===== src/rss_pkg.sv =====
package rss_pkg;

  localparam int unsigned CLK_HZ           = 10_000_000;
  localparam int unsigned CLK_PERIOD_NS    = 1_000_000_000 / CLK_HZ;
  localparam int unsigned MARK_MIN_NS      = 150;
  // Pulse must be longer than the minimum, so one cycle more than the rounded-up count.
  localparam int unsigned MARK_MIN_CYC     = (MARK_MIN_NS + CLK_PERIOD_NS - 1) / CLK_PERIOD_NS + 1;
  localparam int unsigned EXT_RST_MIN_US   = 20;
  localparam int unsigned EXT_RST_MIN_CYC  = (EXT_RST_MIN_US * 1000 + CLK_PERIOD_NS - 1)
                                             / CLK_PERIOD_NS;
  localparam int unsigned BOOT_CYC         = 16;
  localparam int unsigned NUM_MARKS        = 4;
  localparam int unsigned NUM_FREQ         = 4;
  localparam int unsigned CNT_W            = 16;
  localparam int unsigned DIV_W            = 32;
  localparam logic [3:0]  MARK_POL_RESET   = 4'h0;
  localparam logic [DIV_W-1:0] DIV_RESET   = 32'h0000_0000;

  typedef enum logic [1:0] {
    RSS_ST_RESET,
    RSS_ST_BOOT,
    RSS_ST_RUN
  } rss_state_type;

  typedef struct packed {
    logic fatal;
    logic nonfatal;
    logic pos_ok;
  } rss_health_type;

  typedef struct packed {
    logic error;
    logic ready;
    logic pos_valid;
  } rss_status_type;

endpackage


===== src/rss_freq_gen.sv =====
`timescale 1ns/100ps
`default_nettype none
// One programmable square-wave output, active low; the count runs in half periods.
module rss_freq_gen (
  input  wire logic                     clk_sys_i,   // System clock.
  input  wire logic                     rstn_i,      // Async reset, active low.
  input  wire logic                     run_i,       // Device running.
  input  wire logic [rss_pkg::DIV_W-1:0] half_i,     // Half period in cycles, 0 stops.
  output logic                          freq_n_o     // Output, active low.
);

  logic [rss_pkg::DIV_W-1:0] cnt_q;
  logic [rss_pkg::DIV_W-1:0] cnt_d;
  logic                      lvl_q;
  logic                      lvl_d;

  always_comb begin
    cnt_d = cnt_q;
    lvl_d = lvl_q;
    if (!run_i || half_i == '0) begin
      cnt_d = '0;
      lvl_d = 1'b0;
    end else if (cnt_q + 32'h0000_0001 >= half_i) begin
      cnt_d = '0;
      lvl_d = ~lvl_q;
    end else begin
      cnt_d = cnt_q + 32'h0000_0001;
    end
  end

  always_ff @(posedge clk_sys_i or negedge rstn_i) begin
    if (!rstn_i) begin
      cnt_q <= '0;
      lvl_q <= 1'b0;
    end else begin
      cnt_q <= cnt_d;
      lvl_q <= lvl_d;
    end
  end

  // Idle output is inactive, that is high.
  assign freq_n_o = ~lvl_q;

endmodule // rss_freq_gen
`default_nettype wire


===== src/rss_top.sv =====
`timescale 1ns/100ps
`default_nettype none
module rss_top (
  input  wire logic                          clk_sys_i,              // System clock, 10 MHz.
  input  wire logic                          rstn_i,                 // Async reset, active low.
  input  wire logic                          external_reset_n_input, // Reset pin, active low.
  input  wire logic                          event_mark_input_one,   // Mark input 1.
  input  wire logic                          event_mark_input_two,   // Mark input 2.
  input  wire logic                          event_mark_input_three, // Mark input 3.
  input  wire logic                          event_mark_input_four,  // Mark input 4.
  input  wire logic [3:0]                    mark_pol_i,             // 1 = mark active high.
  input  wire logic [rss_pkg::DIV_W-1:0]     freq_half_one_i,        // Half period out 1.
  input  wire logic [rss_pkg::DIV_W-1:0]     freq_half_two_i,        // Half period out 2.
  input  wire logic [rss_pkg::DIV_W-1:0]     freq_half_three_i,      // Half period out 3.
  input  wire logic [rss_pkg::DIV_W-1:0]     freq_half_four_i,       // Half period out 4.
  input  wire logic                          cfg_load_i,             // Load configuration.
  input  wire logic                          boot_done_i,            // Firmware boot done.
  input  wire rss_pkg::rss_health_type       health_i,               // Receiver health.
  output logic [3:0]                         mark_event_o,           // Accepted mark pulse.
  output logic                               freq_output_one,        // Freq out 1, low active.
  output logic                               freq_output_two,        // Freq out 2, low active.
  output logic                               freq_output_three,      // Freq out 3, low active.
  output logic                               freq_output_four,       // Freq out 4, low active.
  output logic                               receiver_ready_out,     // Ready for commands.
  output logic                               error_o,                // Error flag.
  output logic                               pos_valid_o,            // Position valid.
  output logic                               reset_busy_o            // Internal reset active.
);

  // Width of the reset-pin counter; it leaves room to raise the minimum width.
  localparam int unsigned RW = 24;

  // Running is decoded for the busy flag and for the output generators, so it lives here.
  function automatic logic is_running(input rss_pkg::rss_state_type st);
    return st == rss_pkg::RSS_ST_RUN;
  endfunction

  // Pin synchronisers. They reset to the idle level of an active-low pin, so releasing
  // reset cannot look like a leading edge on a mark input or a low on the reset pin.
  // Health, boot and configuration come from logic on this clock and need none.
  logic [3:0] mk_s1_q;
  logic [3:0] mk_s2_q;
  logic       rp_s1_q;
  logic       rp_s2_q;
  logic [3:0] mk_raw;

  // Bit i of every mark vector belongs to mark input i+1.
  assign mk_raw = {event_mark_input_four, event_mark_input_three,
                   event_mark_input_two, event_mark_input_one};

  always_ff @(posedge clk_sys_i or negedge rstn_i) begin
    if (!rstn_i) begin
      mk_s1_q <= 4'hF;
      mk_s2_q <= 4'hF;
      rp_s1_q <= 1'b1;
      rp_s2_q <= 1'b1;
    end else begin
      mk_s1_q <= mk_raw;
      mk_s2_q <= mk_s1_q;
      rp_s1_q <= external_reset_n_input;
      rp_s2_q <= rp_s1_q;
    end
  end

  // External reset pulse width measurement. The counter stops at the minimum width, so
  // the internal reset stands for as long as the pin stays low and ends at once after it.
  // Shorter pulses are taken as noise and leave a running receiver alone.
  logic [RW-1:0] rcnt_q;
  logic [RW-1:0] rcnt_d;
  logic          xrst_q;
  logic          xrst_d;

  always_comb begin
    rcnt_d = rcnt_q;
    xrst_d = xrst_q;
    if (!rp_s2_q) begin
      if (rcnt_q < RW'(rss_pkg::EXT_RST_MIN_CYC)) begin
        rcnt_d = rcnt_q + 24'h00_0001;
      end else begin
        xrst_d = 1'b1;
      end
    end else begin
      rcnt_d = '0;
      xrst_d = 1'b0;
    end
  end

  always_ff @(posedge clk_sys_i or negedge rstn_i) begin
    if (!rstn_i) begin
      rcnt_q <= '0;
      xrst_q <= 1'b0;
    end else begin
      rcnt_q <= rcnt_d;
      xrst_q <= xrst_d;
    end
  end

  // Configuration registers, loaded by a configuration command strobe.
  // A pin reset restores the defaults, so a load that falls into it is lost and the
  // host has to repeat it once ready is back.
  logic [3:0]               pol_q;
  logic [3:0]               pol_d;
  logic [rss_pkg::DIV_W-1:0] half_q [rss_pkg::NUM_FREQ];
  logic [rss_pkg::DIV_W-1:0] half_d [rss_pkg::NUM_FREQ];

  always_comb begin
    pol_d = pol_q;
    for (int i = 0; i < rss_pkg::NUM_FREQ; i++) begin
      half_d[i] = half_q[i];
    end
    if (xrst_q) begin
      pol_d = rss_pkg::MARK_POL_RESET;
      for (int i = 0; i < rss_pkg::NUM_FREQ; i++) begin
        half_d[i] = rss_pkg::DIV_RESET;
      end
    end else if (cfg_load_i) begin
      pol_d     = mark_pol_i;
      half_d[0] = freq_half_one_i;
      half_d[1] = freq_half_two_i;
      half_d[2] = freq_half_three_i;
      half_d[3] = freq_half_four_i;
    end
  end

  always_ff @(posedge clk_sys_i or negedge rstn_i) begin
    if (!rstn_i) begin
      pol_q <= rss_pkg::MARK_POL_RESET;
      for (int i = 0; i < rss_pkg::NUM_FREQ; i++) begin
        half_q[i] <= rss_pkg::DIV_RESET;
      end
    end else begin
      pol_q <= pol_d;
      for (int i = 0; i < rss_pkg::NUM_FREQ; i++) begin
        half_q[i] <= half_d[i];
      end
    end
  end

  // Mark qualification: the event fires once the active level has lasted the minimum width.
  // The trade-off is a fixed latency of the minimum width after the leading edge.
  // A mark has to go inactive for one cycle, or see a pin reset, before it can fire again.
  logic [3:0]                 act;
  logic [3:0]                 fired_q;
  logic [3:0]                 fired_d;
  logic [3:0]                 ev_q;
  logic [3:0]                 ev_d;
  logic [rss_pkg::CNT_W-1:0]  wcnt_q [rss_pkg::NUM_MARKS];
  logic [rss_pkg::CNT_W-1:0]  wcnt_d [rss_pkg::NUM_MARKS];

  assign act = mk_s2_q ^ ~pol_q;

  always_comb begin
    fired_d = fired_q;
    ev_d    = 4'h0;
    for (int i = 0; i < rss_pkg::NUM_MARKS; i++) begin
      wcnt_d[i] = wcnt_q[i];
      if (!act[i] || xrst_q) begin
        wcnt_d[i]  = '0;
        fired_d[i] = 1'b0;
      end else if (!fired_q[i]) begin
        if (wcnt_q[i] + 16'h0001 >= rss_pkg::CNT_W'(rss_pkg::MARK_MIN_CYC)) begin
          fired_d[i] = 1'b1;
          ev_d[i]    = 1'b1;
        end else begin
          wcnt_d[i] = wcnt_q[i] + 16'h0001;
        end
      end
    end
  end

  always_ff @(posedge clk_sys_i or negedge rstn_i) begin
    if (!rstn_i) begin
      fired_q <= 4'h0;
      ev_q    <= 4'h0;
      for (int i = 0; i < rss_pkg::NUM_MARKS; i++) begin
        wcnt_q[i] <= '0;
      end
    end else begin
      fired_q <= fired_d;
      ev_q    <= ev_d;
      for (int i = 0; i < rss_pkg::NUM_MARKS; i++) begin
        wcnt_q[i] <= wcnt_d[i];
      end
    end
  end

  // One pulse per accepted mark, registered so that the host sees a clean strobe.
  assign mark_event_o = ev_q;

  // Device state and status outputs. The fatal branch and the pin-reset check each clear the whole status vector, so a fatal
  // error and a pin reset drop ready, error and position valid in the same cycle.
  // The boot wait is only a floor: the firmware decides when booting is over.
  rss_pkg::rss_state_type   st_q;
  rss_pkg::rss_state_type   st_d;
  logic [7:0]               bcnt_q;
  logic [7:0]               bcnt_d;
  rss_pkg::rss_status_type  stat_q;
  rss_pkg::rss_status_type  stat_d;
  logic                     busy_q;
  logic                     busy_d;

  always_comb begin
    st_d   = st_q;
    bcnt_d = bcnt_q;
    stat_d = '0;
    unique case (st_q)
      rss_pkg::RSS_ST_RESET: begin
        // One cycle here clears the boot count before booting starts again.
        bcnt_d = '0;
        if (!xrst_q) begin
          st_d = rss_pkg::RSS_ST_BOOT;
        end
      end
      rss_pkg::RSS_ST_BOOT: begin
        if (bcnt_q < 8'(rss_pkg::BOOT_CYC)) begin
          bcnt_d = bcnt_q + 8'h01;
        end
        if (bcnt_q >= 8'(rss_pkg::BOOT_CYC) && boot_done_i) begin
          st_d = rss_pkg::RSS_ST_RUN;
        end
      end
      rss_pkg::RSS_ST_RUN: begin
        stat_d.ready     = 1'b1;
        stat_d.error     = health_i.nonfatal;
        // Position valid is gated by the error flag, so it falls in the cycle the error rises.
        stat_d.pos_valid = health_i.pos_ok && !health_i.nonfatal;
        if (health_i.fatal) begin
          st_d   = rss_pkg::RSS_ST_RESET;
          stat_d = '0;
        end
      end
      // The fourth code is never entered; should it appear, the receiver reboots.
      default: begin
        st_d = rss_pkg::RSS_ST_RESET;
      end
    endcase
    if (xrst_q) begin
      st_d   = rss_pkg::RSS_ST_RESET;
      stat_d = '0;
    end
    busy_d = !is_running(st_d);
  end

  always_ff @(posedge clk_sys_i or negedge rstn_i) begin
    if (!rstn_i) begin
      st_q   <= rss_pkg::RSS_ST_RESET;
      bcnt_q <= '0;
      stat_q <= '0;
      busy_q <= 1'b1;
    end else begin
      st_q   <= st_d;
      bcnt_q <= bcnt_d;
      stat_q <= stat_d;
      busy_q <= busy_d;
    end
  end

  assign receiver_ready_out = stat_q.ready;
  assign error_o            = stat_q.error;
  assign pos_valid_o        = stat_q.pos_valid;
  // Busy is registered from the next state, so it falls on the edge that enters run.
  assign reset_busy_o       = busy_q;

  logic       run;
  logic [3:0] fo;

  // The generators go to their idle level one cycle after the running state is left, so the outputs
  // stay inactive through boot and reset after that first cycle. Each level lasts at least one cycle, which
  // limits the fastest output to half the system clock.
  assign run = is_running(st_q);

  for (genvar g = 0; g < rss_pkg::NUM_FREQ; g++) begin : g_freq
    rss_freq_gen u_gen (
      .clk_sys_i (clk_sys_i),
      .rstn_i    (rstn_i),
      .run_i     (run),
      .half_i    (half_q[g]),
      .freq_n_o  (fo[g])
    );
  end

  assign freq_output_one   = fo[0];
  assign freq_output_two   = fo[1];
  assign freq_output_three = fo[2];
  assign freq_output_four  = fo[3];

endmodule // rss_top
`default_nettype wire


===== config.mk =====
export PLATFORM = sky130hd
export DESIGN_NAME = rss_top
export DESIGN_NICKNAME = d
export VERILOG_FILES = /design/src/rss_pkg.sv /design/src/rss_freq_gen.sv /design/src/rss_top.sv
export SDC_FILE = /design/constraint.sdc
export NUM_CORES = 1
export LEC_CHECK = 0
export CAP_MARGIN = 20
export CORE_MARGIN = 2
export CORE_UTILIZATION = 65
export CTS_BUF_LIST = sky130_fd_sc_hd__clkbuf_4
export DETAILED_ROUTE_END_ITERATION = 7
export DONT_BUFFER_PORTS = 1
export MAX_ROUTING_LAYER = met4
export PLACE_DENSITY = 0.84
export SLEW_MARGIN = 20
export SYNTH_ARGS = -nofsm -noshare
export SYNTH_HDL_FRONTEND = slang
export SYNTH_HIERARCHICAL = 1
export SYNTH_SLANG_ARGS = --single-unit
export TNS_END_PERCENT = 30

===== constraint.sdc =====
create_clock -name clk_sys_i -period 3.8 [get_ports clk_sys_i]
set_input_delay 0.19 -clock clk_sys_i [delete_from_list [all_inputs] [get_ports clk_sys_i]]
set_output_delay 0.19 -clock clk_sys_i [all_outputs]
set_load 0.05 [all_outputs]

After elaboration in Yosys (flattened, before gate mapping)
Cells that the tools add are included.
{ "word_totals": {"reg_bits": 385, "latchBits": 0, "mem_bits_rw": 0, "mem_bits_ro": 0, "inputBits": 144, "memories": 0} }
{ "op_classes": {"add_sub_neg": 10, "multipliers": 0, "n_div": 0, "n_lt_le_gt_ge": 11, "eq_ne": 13, "shift": 0, "muxes": 65, "n_bitwise": 6, "n_reduce_logical": 34} }
{ "ops": {"columns": ["cell", "n"], "rows": [
  ["128-bit 2-to-1 mux", 2],
  ["32-bit 2-to-1 mux", 8],
  ["16-bit 2-to-1 mux", 12],
  ["32-bit by 1-bit adder with 32-bit output, second input constant", 4],
  ["32-bit greater-or-equal comparator", 4],
  ["32-bit logical NOT", 4],
  ["16-bit by 1-bit adder with 16-bit output, second input constant", 4],
  ["16-bit by 2-bit greater-or-equal comparator with 1-bit output, second input constant", 4],
  ["24-bit 2-to-1 mux", 2],
  ["1-bit 2-to-1 mux", 30],
  ["24-bit by 1-bit adder with 24-bit output, second input constant", 1],
  ["24-bit by 8-bit less-than comparator with 1-bit output, second input constant", 1],
  ["8-bit case mux with 2 select lines", 1],
  ["2-bit nonzero test", 7],
  ["2-bit != test, second input constant", 6],
  ["2-bit AND reduction", 5],
  ["3-bit 2-to-1 mux", 3],
  ["8-bit by 1-bit adder with 8-bit output, second input constant", 1],
  ["8-bit by 5-bit greater-or-equal comparator with 1-bit output, second input constant", 1],
  ["1-bit logical OR", 8],
  ["8-bit by 5-bit less-than comparator with 1-bit output, second input constant", 1],
  ["4-bit 2-to-1 mux", 2],
  ["8-bit 2-to-1 mux", 1],
  ["2-bit by 1-bit != test with 1-bit output, second input constant", 4],
  ["other kinds (10)", 23]
]} }

Depth between registers and ports, before layout
Gate-level depths: netlist of the first run.
{ "logic_depth": {"ltp_word": 7, "depth_mapped": 15, "depth_no_buf": 13} }

Hierarchy
Netlist of the first run, hierarchy kept.
{ "modules_own_cells": {"columns": ["mod", "n_inst", "cells_each", "area_each_um2"], "rows": [
  ["rss_top", 1, 941, 10801.6],
  ["rss_freq_gen at g_freq[0].u_gen ...", 3, 277, 2518.7],
  ["rss_freq_gen at g_freq[3].u_gen", 1, 277, 2499.9]
]} }

Worst setup path after synthesis of the first run
OpenSTA, ideal clock, no wires.
{ "synth_timing": {"path_kind": "reg2reg", "start": "reg g_freq[0].u_gen/cnt_q[2] (netlist bit)", "end": "reg g_freq[0].u_gen.lvl_q", "t_arrival_ps": 3229, "required_time_ps": 3654, "slack_ps": 424, "path_stages_with_launch": 13, "period_less_slack_ps": 3376, "cell_sequence": "dfrtp_1 nand3_2 or4_4 nor4_4 and4_4 xor2_2 ha_1 and4_1 a221oi_1 o311ai_0 a41o_2 clkbuf_1 mux2i_1"} }
{ "synth_between": {"elab_chain_cells": 3} }
{ "synth_rtl": {"columns": ["item", "line", "text"], "rows": [
  ["from (decl)", "rss_freq_gen.sv:12", "logic [rss_pkg::DIV_W-1:0] cnt_q;"],
  ["from (signal assigned)", "rss_freq_gen.sv:36", "cnt_q <= cnt_d;"],
  ["32-bit by 1-bit adder with 32-bit output", "rss_freq_gen.sv:23", "end else if (cnt_q + 32'h0000_0001 >= half_i) begin"],
  ["32-bit greater-or-equal comparator", "rss_freq_gen.sv:23", null],
  ["2-bit nonzero test (no line)", null, null],
  ["to (signal assigned)", "rss_freq_gen.sv:37", "lvl_q <= lvl_d;"],
  ["to (decl)", "rss_freq_gen.sv:14", "logic lvl_q;"]
]} }
Every way passes these cells.
A chain may end at the register's enable or synchronous reset.

Worst setup path in the final report of the first run
{ "layout_timing": {"start": "reg g_freq[3].u_gen/cnt_q[2] (netlist bit)", "end": "reg g_freq[3].u_gen/cnt_q[8] (netlist bit)"} }
{ "layout_between": {"elab_chain_cells": 4} }
{ "layout_rtl": {"columns": ["item", "line", "text"], "rows": [
  ["from (decl)", "rss_freq_gen.sv:12", null],
  ["from (signal assigned)", "rss_freq_gen.sv:36", null],
  ["32-bit by 1-bit adder with 32-bit output *", "rss_freq_gen.sv:23, rss_freq_gen.sv:27", null],
  ["32-bit greater-or-equal comparator", "rss_freq_gen.sv:23", null],
  ["32-bit 2-to-1 mux *", "rss_freq_gen.sv:23", null],
  ["32-bit 2-to-1 mux *", "rss_freq_gen.sv:20", "if (!run_i || half_i == '0) begin"],
  ["net g_freq[3].u_gen.cnt_d (one bit)", "rss_freq_gen.sv:13", "logic [rss_pkg::DIV_W-1:0] cnt_d;"]
]} }
Mark *: on every way through the listed nets, which the timed path passes. The rest lies on a longest branch.

==> impl_metrics.ini, run 1 <==
[floorplanning]
core_um2 = 31600
std_cell_rows = 65
io_pins = 156
dieWidth_um = 183
die_y_um = 183
dieArea_um2 = 33500
initial_core_util_pct = 66.1

[logic_synthesis]
syn_area_per_cell_um2 = 10.2
synthesis.area_um2 = 20900
seq_area_frac_synth_pct = 46.3
synth_top_cell_area_share_pct = 44.9
yosys_warnings = 6
synth.area.top_cells = dfrtp_1, ha_1, mux2i_1, nor2b_1, xnor2_1
yosys.area.top_type = dfrtp_1
ys_ff_latch = 385
synthTopCellsByCount = dfrtp_1, nor2_1, inv_1, ha_1, mux2i_1
synth_cells = 2049
synth_edf_count = 0
synthArstFlopShare_pct = 100
ys.flop_type = dfrtp_1
syn_nets = 2336
synth_cell_types = 75
yosysMostFrequentCell = dfrtp_1

[cts]
cts_num_sinks = 385
numCtsBuffers = 97
cts_tree = built
clockBufferDepth = 3
htreeDepth = 3
clkLatencyLatePin_ns = 0.87
cts_hold_buf = 278
path_clk_slew_ns = 0.12
cts-root-buf = clkbuf_4

[placement]
place_area_um2 = 21200
preCtsSetupSlack_ns = -0.0368
portBuffers = 0
placed_cells = 2406
dp_hpwl_mm = 31.0
place_congestion = 0.890

[layout]
fin_cells = 2880
layout.nets = 2683
synthToLayoutAreaGrowth_pct = 22.9
finish.instance_area_um2 = 25600
drive_gt1_share_pct = 11.2

[global_routing]
busiest_layer = met2
grt_pass1_wl_mm = 96.9
first_global_vias = 19000
grt_util_met3_pct = 8.80
met2_usage_pct = 62.9
grtUsageMet1_pct = 40.5
grt_max_degree = 386
grt_remaining_overflow = 0
antenna_found_initial = 7
track_usage_pct = 37.6

[outcome]
violations = negative hold slack, negative setup slack
outcome = finished, violations left

[timing]
clock_skew_ns = 0.0986
worstMarginPinSlew_ns = 1.04
finalCriticalPeriod_ns = 4.02
fin_ws_ns = -0.224
setup_tns_ns = -5.03
fin_hold_ws_ns = -0.987
setup_viol = 42
drv_slew = 0
hold_viol = 385
max_freq_ghz = 0.249
slew_headroom_pct = 30.5
finalCritPeriodShare_pct = 106

[routing]
num_vias = 18200
ant_nets = 0
wl_mm = 63.3
route.detailed.drc = 0
first_iter_violations = 1551
firstDrtPassIters = 7
wl_per_cell_um = 22.0
routed_via_density = 6.33

[hold_path]
hold_class = primary input to async pin

[power]
ir_worst_vdd_uv = 423
power.leakage_nw = 12.5
power_density_nw_per_um2 = 387

[worst_setup_path]
timing.rr.start = g_freq[3].u_gen/cnt_q[2]
worstSetupStartpointType = flop
path_max_fanout = 16
r2r_setup_slack_ns = -0.22
startpoint = g_freq[3].u_gen/cnt_q[2]
crit_path_end_kind = flop
critPathKind = flop to flop
cp.required_ns = 4.50
crit_arrival_ns = 4.73

[run]
cap_viol_max_count = 0
worst paths after layout:
path,end,depth (start not counted)
max in group asynchronous,half_q[8],0
worst min register to register,mk_s2_q[3],0
worst max register to register,g_freq[3].u_gen/cnt_q[8],12
min in group clk_sys_i,error_o,2
worst min-delay path,half_q[15],0
worst max-delay path,g_freq[3].u_gen/cnt_q[8],12
area by class of cell:
type,count,area (um2)
antenna,8,20.0
clock buffer,135,1010
clock inverter,38,245
fill,1668,5920
inverter,153,574
multi-input combinational,1457,10600
sequential,385,9660
tap,402,503
timing repair buffer,302,2980
logic make-up after synthesis:
family	synth area share [%]
compound gates	5.69
xor+xnor	6.07
fa+ha+maj	8.58
buf+inv	3.88
flops	46.3
mux	6.93
simple gates	22.6
where the power goes:
| group | internal [W] | switching [W] | total [W] |
|---|---|---|---|
| Combinational | 0.000697 | 0.000729 | 0.00143 |
| Clock | 0.00185 | 0.00194 | 0.00379 |
| Sequential | 0.00436 | 0.000344 | 0.00470 |
| Total | 0.00691 | 0.00301 | 0.00992 |
state kept, by name, summed over array words and instances (netlist names), 8 cells and up:
signal              cells
bcnt_q                  8
g_freq.u_gen/cnt_q    128
half_q                128
rcnt_q                 24
wcnt_q                 64
metal layers:
| layer | up-vias | part of all wire, % |
|---|---|---|
| met3 | 401 | 7.0 |
| met1 | 8860 | 36 |
| li1 | 7896 | - |
| met4 | 0 | 7.1 |
| met2 | 1069 | 49 |
| met5 | - | 0 |
stage by stage:
stage	total power (W)	utilization [%]
after floorplan	0.00546	-
after global placement	0.00561	67.3
after detailed placement	0.00569	67.3
after CTS	0.00959	80.1
after global routing	0.0103	81.2
final	0.00992	81.2
worst max-delay path, stage by stage, from the launching register on:
cell	delay, ns
dfrtp_2	0.45
nand3_1	0.21
nor3_1	0.41
and3_1	0.28
xor2_1	0.52
ha_1	0.37
a21o_1	0.20
nand3_1	0.10
a21oi_1	0.08
or4_1	0.54
a41o_2	0.37
buf_6	0.19
nor2b_1	0.17
cells in the final DEF (no fill, tap or decap), types with 28 or more instances in the layout:
| cell type | instances |
|---|---|
| nand2_1 | 104 |
| nor2_1 | 198 |
| dlygate4sd3_1 | 278 |
| and4_1 | 28 |
| xor2_1 | 46 |
| and3_1 | 33 |
| nand3_1 | 70 |
| nor4_1 | 49 |
| nand4_1 | 61 |
| and2_1 | 62 |
| mux2i_1 | 141 |
| dfrtp_1 | 367 |
| a21oi_1 | 55 |
| inv_1 | 153 |
| nor2b_1 | 132 |
| xnor2_1 | 85 |
| clkbuf_4 | 135 |
| ha_1 | 142 |
repair_timing:
item                                    CTS  global route
endpoints found under the setup margin   20           128
gates resized for setup                   0            49
pin swaps                                 1            13
endpoints found under the hold margin   528           385
cloned                                    0             2
buffers inserted                          0            13
Note: power is estimated with default switching activity, not from simulation.
==> run 2: changes to the inputs <==
--- a/config.mk
+++ b/config.mk
@@ -13,6 +13,7 @@
 export DONT_BUFFER_PORTS = 1
 export MAX_ROUTING_LAYER = met4
 export PLACE_DENSITY = 0.84
+export SKIP_LAST_GASP = 1
 export SLEW_MARGIN = 20
 export SYNTH_ARGS = -nofsm -noshare
 export SYNTH_HDL_FRONTEND = slang
==> impl_metrics.ini, run 2 (synthesis results as in run 1) <==
[power]
ir_worst_vdd_uv = 422
p_seq_share_pct = 47.4
p_comb_share_pct = 14.4
p_int_w = 0.00691
swShare_pct = 30.3
power.leakage_nw = 12.5
p_sw_w = 0.00301
power_density_nw_per_um2 = 387
clkPwrFrac_pct = 38.2

[worst_setup_path]
crit_path_end_kind = flop
path_common_cell = nand3_1
critPathKind = flop to flop
cp.required_ns = 4.49
crit_family = simple AND/OR/NAND/NOR gates
crit_arrival_ns = 4.71
cp_slowest_stage_delay_ns = 0.54
path_max_fanout = 16
crit_slowest_cell = or4_1
worstSetupStartpointType = flop
reg2reg_depth = 12
cp.depth = 12
path_buf_inv = 1
crit_chain = nand3_1 -> nor3_1 -> and3_1 -> xor2_1 -> ha_1 -> a21o_1 -> nand3_1 -> a21oi_1 -> or4_1 -> a41o_2 -> buf_6 -> nor2b_1

[global_routing]
first_global_vias = 19000
track_usage_pct = 37.6
antenna_found_initial = 7
grt_remaining_overflow = 0
grt_pass1_wl_mm = 96.9
grt_max_degree = 386

[timing]
worstMarginPinSlew_ns = 1.01
drv_slew = 0
finalCriticalPeriod_ns = 4.02
hold_viol = 385
setup_tns_ns = -4.27
slew_headroom_pct = 32.1
fin_ws_ns = -0.216
max_freq_ghz = 0.249
setup_viol = 42
fin_hold_ws_ns = -0.984
finalCritPeriodShare_pct = 106
clock_skew_ns = 0.101
grt_setup_unrepaired = yes

[routing]
ant_nets = 0
route.detailed.drc = 9
wl_per_cell_um = 22.0
routed_via_density = 6.31
num_vias = 18200
firstDrtPassIters = 8
first_iter_violations = 1536
wl_mm = 63.2

[outcome]
outcome = finished, violations left
violations = design-rule violations, negative hold slack, negative setup slack

[floorplanning]
die_y_um = 183
dieWidth_um = 183
initial_core_util_pct = 66.1
io_pins = 156
dieArea_um2 = 33500
core_um2 = 31600
std_cell_rows = 65

[placement]
portBuffers = 0
place_congestion = 0.890
dp_hpwl_mm = 31.0

[run]
cap_viol_max_count = 0

[layout]
synthToLayoutAreaGrowth_pct = 22.9
drive_gt1_share_pct = 11.1
multiInputGateArea_um2 = 10600
biggestRegsByFlops = g_freq.u_gen/cnt_q: 128 flops, half_q: 128 flops, wcnt_q: 64 flops
layout.nets = 2683
mostFrequentLayoutCells = dfrtp_1, dlygate4sd3_1, nor2_1
seqCellArea_um2 = 9660
layout_commonest_cell = dfrtp_1
final.fill_count = 1668

[cts]
cts-root-buf = clkbuf_4
path_clk_slew_ns = 0.12
cts_tree = built
htreeDepth = 3
clockBufferDepth = 3
numCtsBuffers = 97
clkLatencyLatePin_ns = 0.87
cts_hold_buf = 278
cts_num_sinks = 385

[hold_path]
hold_class = primary input to async pin
-- run 2: path summary, 6_finish.rpt --
kind                                           from                       end  slack (ns)
max                        g_freq[3].u_gen/cnt_q[2]  g_freq[3].u_gen/cnt_q[8]       -0.22
min                                          rstn_i                half_q[15]       -0.98
max reg2reg                g_freq[3].u_gen/cnt_q[2]  g_freq[3].u_gen/cnt_q[8]       -0.22
min reg2reg                              mk_s1_q[1]                mk_s2_q[1]        0.36
max in group asynchronous                    rstn_i  g_freq[0].u_gen/cnt_q[2]        4.03
min in group clk_sys_i                  health_i[1]                   error_o        0.06
-- run 2: per-layer routing --
metal,wire (um),up-vias,GRT usage (%)
li1,-,7912,-
met1,22900,8826,40.5
met2,31300,1055,62.9
met3,4600,390,8.80
met4,4440,0,23.7
met5,0,-,-
-- run 2: final cells by class --
type	count	share of cell area (%)
Sequential cell	385	37.7
Clock buffer	135	3.95
Timing Repair Buffer	302	11.6
Inverter	153	2.24
Multi-Input combinational cell	1457	41.5
Antenna cell	8	0.0781
Clock inverter	38	0.957
Tap cell	402	1.96
-- run 2: per-stage QoR --
step | setup WS (ns) | area, um2 | power (W) | std cells | utilization (%)
after CTS | 0.0219 | 25300 | 0.00959 | 2857 | 80.1
final | -0.216 | 25600 | 0.00992 | 2880 | 81.2
after detailed placement | -0.0368 | 21200 | 0.00569 | 2406 | 67.3
after floorplan | 0.424 | 20900 | 0.00546 | 2049 | -
after global routing | -0.274 | 25600 | 0.0103 | 2880 | 81.2
after global placement | 0.203 | 21200 | 0.00561 | 2406 | 67.3
-- run 2: power by group through the flow --
stage	sequential [W]	clock (W)	combinational, W
detailed placement	0.00473	0	0.000958
global placement	0.00472	0	0.000892
finish	0.00470	0.00379	0.00143
CTS	0.00466	0.00364	0.00129
global route	0.00473	0.00405	0.00156
floorplan	0.00465	0	0.000810
-- run 2: repair_timing --
item / in CTS / in global routing
pin swaps: 1 / 12
setup buffers: 0 / 13
gates cloned: 0 / 2
gates resized for setup: 0 / 48
setup endpoints to repair: 20 / 128
endpoints found under the hold margin: 528 / 385
==> run 3: changes to the inputs <==
--- a/config.mk
+++ b/config.mk
@@ -9,10 +9,11 @@
 export CORE_MARGIN = 2
 export CORE_UTILIZATION = 65
 export CTS_BUF_LIST = sky130_fd_sc_hd__clkbuf_4
+export CTS_CLUSTER_SIZE = 28
 export DETAILED_ROUTE_END_ITERATION = 7
 export DONT_BUFFER_PORTS = 1
 export MAX_ROUTING_LAYER = met4
-export PLACE_DENSITY = 0.84
+export PLACE_DENSITY_LB_ADDON = 0.2
 export SKIP_LAST_GASP = 1
 export SLEW_MARGIN = 20
 export SYNTH_ARGS = -nofsm -noshare
==> constraint.sdc (replaced) <==
create_clock -name clk_sys_i -period 5.2 [get_ports clk_sys_i]
set_input_delay 0.26 -clock clk_sys_i [delete_from_list [all_inputs] [get_ports clk_sys_i]]
set_output_delay 0.26 -clock clk_sys_i [all_outputs]
set_load 0.05 [all_outputs]
==> impl_metrics.ini, run 3 (synthesis results as in run 1) <==
[outcome]
outcome = finished, violations left
violations = negative hold slack

[worst_setup_path]
worstSetupStartpointType = flop
cp.required_ns = 5.80
critPathKind = flop to flop
crit_path_end_kind = flop
crit_arrival_ns = 4.87
path_max_fanout = 18

[layout]
layout_commonest_cell = dfrtp_1
biggestRegsByFlops = g_freq.u_gen/cnt_q: 128 flops, half_q: 128 flops, wcnt_q: 64 flops
layout.nets = 2661
finish.instance_area_um2 = 25100
synthToLayoutAreaGrowth_pct = 20.5
final.fill_count = 1924
mostFrequentLayoutCells = dfrtp_1, dlygate4sd3_1, nor2_1
drive_gt1_share_pct = 8.74

[routing]
wl_per_cell_um = 18.3
first_iter_violations = 1077
wl_mm = 52.2
num_vias = 16800
routed_via_density = 5.88
firstDrtPassIters = 7
route.detailed.drc = 0
ant_nets = 0

[power]
swShare_pct = 29.1
clkPwrFrac_pct = 36.2
p_comb_share_pct = 14.5
power_density_nw_per_um2 = 276
p_seq_share_pct = 49.3
p_int_w = 0.00492
p_sw_w = 0.00202
power.leakage_nw = 12.3
ir_worst_vdd_uv = 248

[floorplanning]
dieArea_um2 = 33500
core_um2 = 31600
die_y_um = 183
io_pins = 156
initial_core_util_pct = 66.1
std_cell_rows = 65
dieWidth_um = 183

[cts]
ctsResizeCount = 0
clockBufferDepth = 3
cts-root-buf = clkbuf_4
path_clk_slew_ns = 0.07
cts_num_sinks = 385
cts_hold_buf = 278
cts_tree = built
clkLatencyLatePin_ns = 0.78
htreeDepth = 3
cts_setup_buffers = 0
numCtsBuffers = 98

[global_routing]
grt_pass1_wl_mm = 86.9
track_usage_pct = 33.0
first_global_vias = 17900
grt_remaining_overflow = 0
grt_max_degree = 386
antenna_found_initial = 3

[timing]
grt_setup_unrepaired = no
hold_viol = 385
setup_tns_ns = 0
finalCriticalPeriod_ns = 4.27
worstMarginPinSlew_ns = 0.896
clock_skew_ns = 0.0747
max_freq_ghz = 0.234
drv_slew = 0
finalCritPeriodShare_pct = 82.1
setup_viol = 0
slew_headroom_pct = 40.3
fin_hold_ws_ns = -0.795

[run]
cap_viol_max_count = 0

[hold_path]
hold_class = primary input to async pin

[placement]
place_congestion = 0.886
dp_hpwl_mm = 29.7
place_area_um2 = 21100
portBuffers = 0
run 3: cell count changes in the layout (fill, tap and decap cells not counted), moves of 4 or more:
cell      delta
clkinv_2     +5
nor3_1       +5
dfrtp_2      -6
nand3_2      -7
nand3_1      +7
diode_2      -5
nor3_2       -4
xnor2_2      -7
clkbuf_4     -4
clkinv_1     +4
xnor2_1      +7
dfrtp_1      +6
buf_4       -19
run 3: power groups by stage:
stage	combinational, W	clock [W]	sequential (W)
6_report	0.00101	0.00251	0.00342
5_1_grt	0.00112	0.00273	0.00344
4_1_cts	0.000939	0.00255	0.00340
3_5_place_dp	0.000693	0	0.00346
3_3_place_gp	0.000652	0	0.00345
2_1_floorplan	0.000592	0	0.00340
run 3: path summary, 6_finish.rpt:
path	start	endpoint	slack (ns)	cells after the start
hold reg to reg	mk_s1_q[1]	mk_s2_q[1]	0.36	0
hold / removal	rstn_i	half_q[57]	-0.80	0
setup / recovery	g_freq[3].u_gen/cnt_q[0]	g_freq[3].u_gen/lvl_q	0.93	14
setup reg to reg	g_freq[3].u_gen/cnt_q[0]	g_freq[3].u_gen/lvl_q	0.93	14
min in group clk_sys_i	health_i[2]	receiver_ready_out	0.19	2
max in group asynchronous	rstn_i	half_q[77]	5.50	0
run 3: per-stage QoR:
step           setup WS [ns]  total power (W)  util [%]  cells
6_report               0.930          0.00694      79.7   2854
3_5_place_dp            1.21          0.00415      67.0   2397
4_1_cts                 1.14          0.00689      79.6   2850
5_1_grt                0.704          0.00729      79.7   2854
2_1_floorplan           1.82          0.00399         -   2049
3_3_place_gp            1.37          0.00410      67.0   2397
run 3: layout make-up:
cell class,count,area [um2],share of cell area [%]
Sequential cell,385,9650,38.4
Inverter,153,574,2.28
Clock inverter,44,211,0.841
Timing Repair Buffer,281,2800,11.1
Clock buffer,131,983,3.91
Tap cell,402,503,2.00
Antenna cell,3,7.51,0.0299
Multi-Input combinational cell,1455,10400,41.4
run 3: critical path, cell delays in order (launching register included):
cell and delay, ns:
dfrtp_1 0.43, ha_1 0.24, nand4_2 0.16, or4_4 0.59
nor3b_4 0.26, nand4_1 0.17, xnor2_1 0.26, ha_1 0.30
nand2_1 0.08, o21ai_0 0.09, a221oi_1 0.38, o311ai_0 0.22
a41o_1 0.47, buf_4 0.32, mux2i_1 0.13
run 3: metal layers:
metal  track usage [%]  wire length [um]  share of wire [%]  vias to the layer above
met2              54.3             25800                 49                      553
met5                 -                 0                  0                        -
li1                  -                 -                  -                     7853
met3              6.20              2380                4.6                      166
met4              14.5              1840                3.5                        0
met1              40.1             22100                 42                     8217
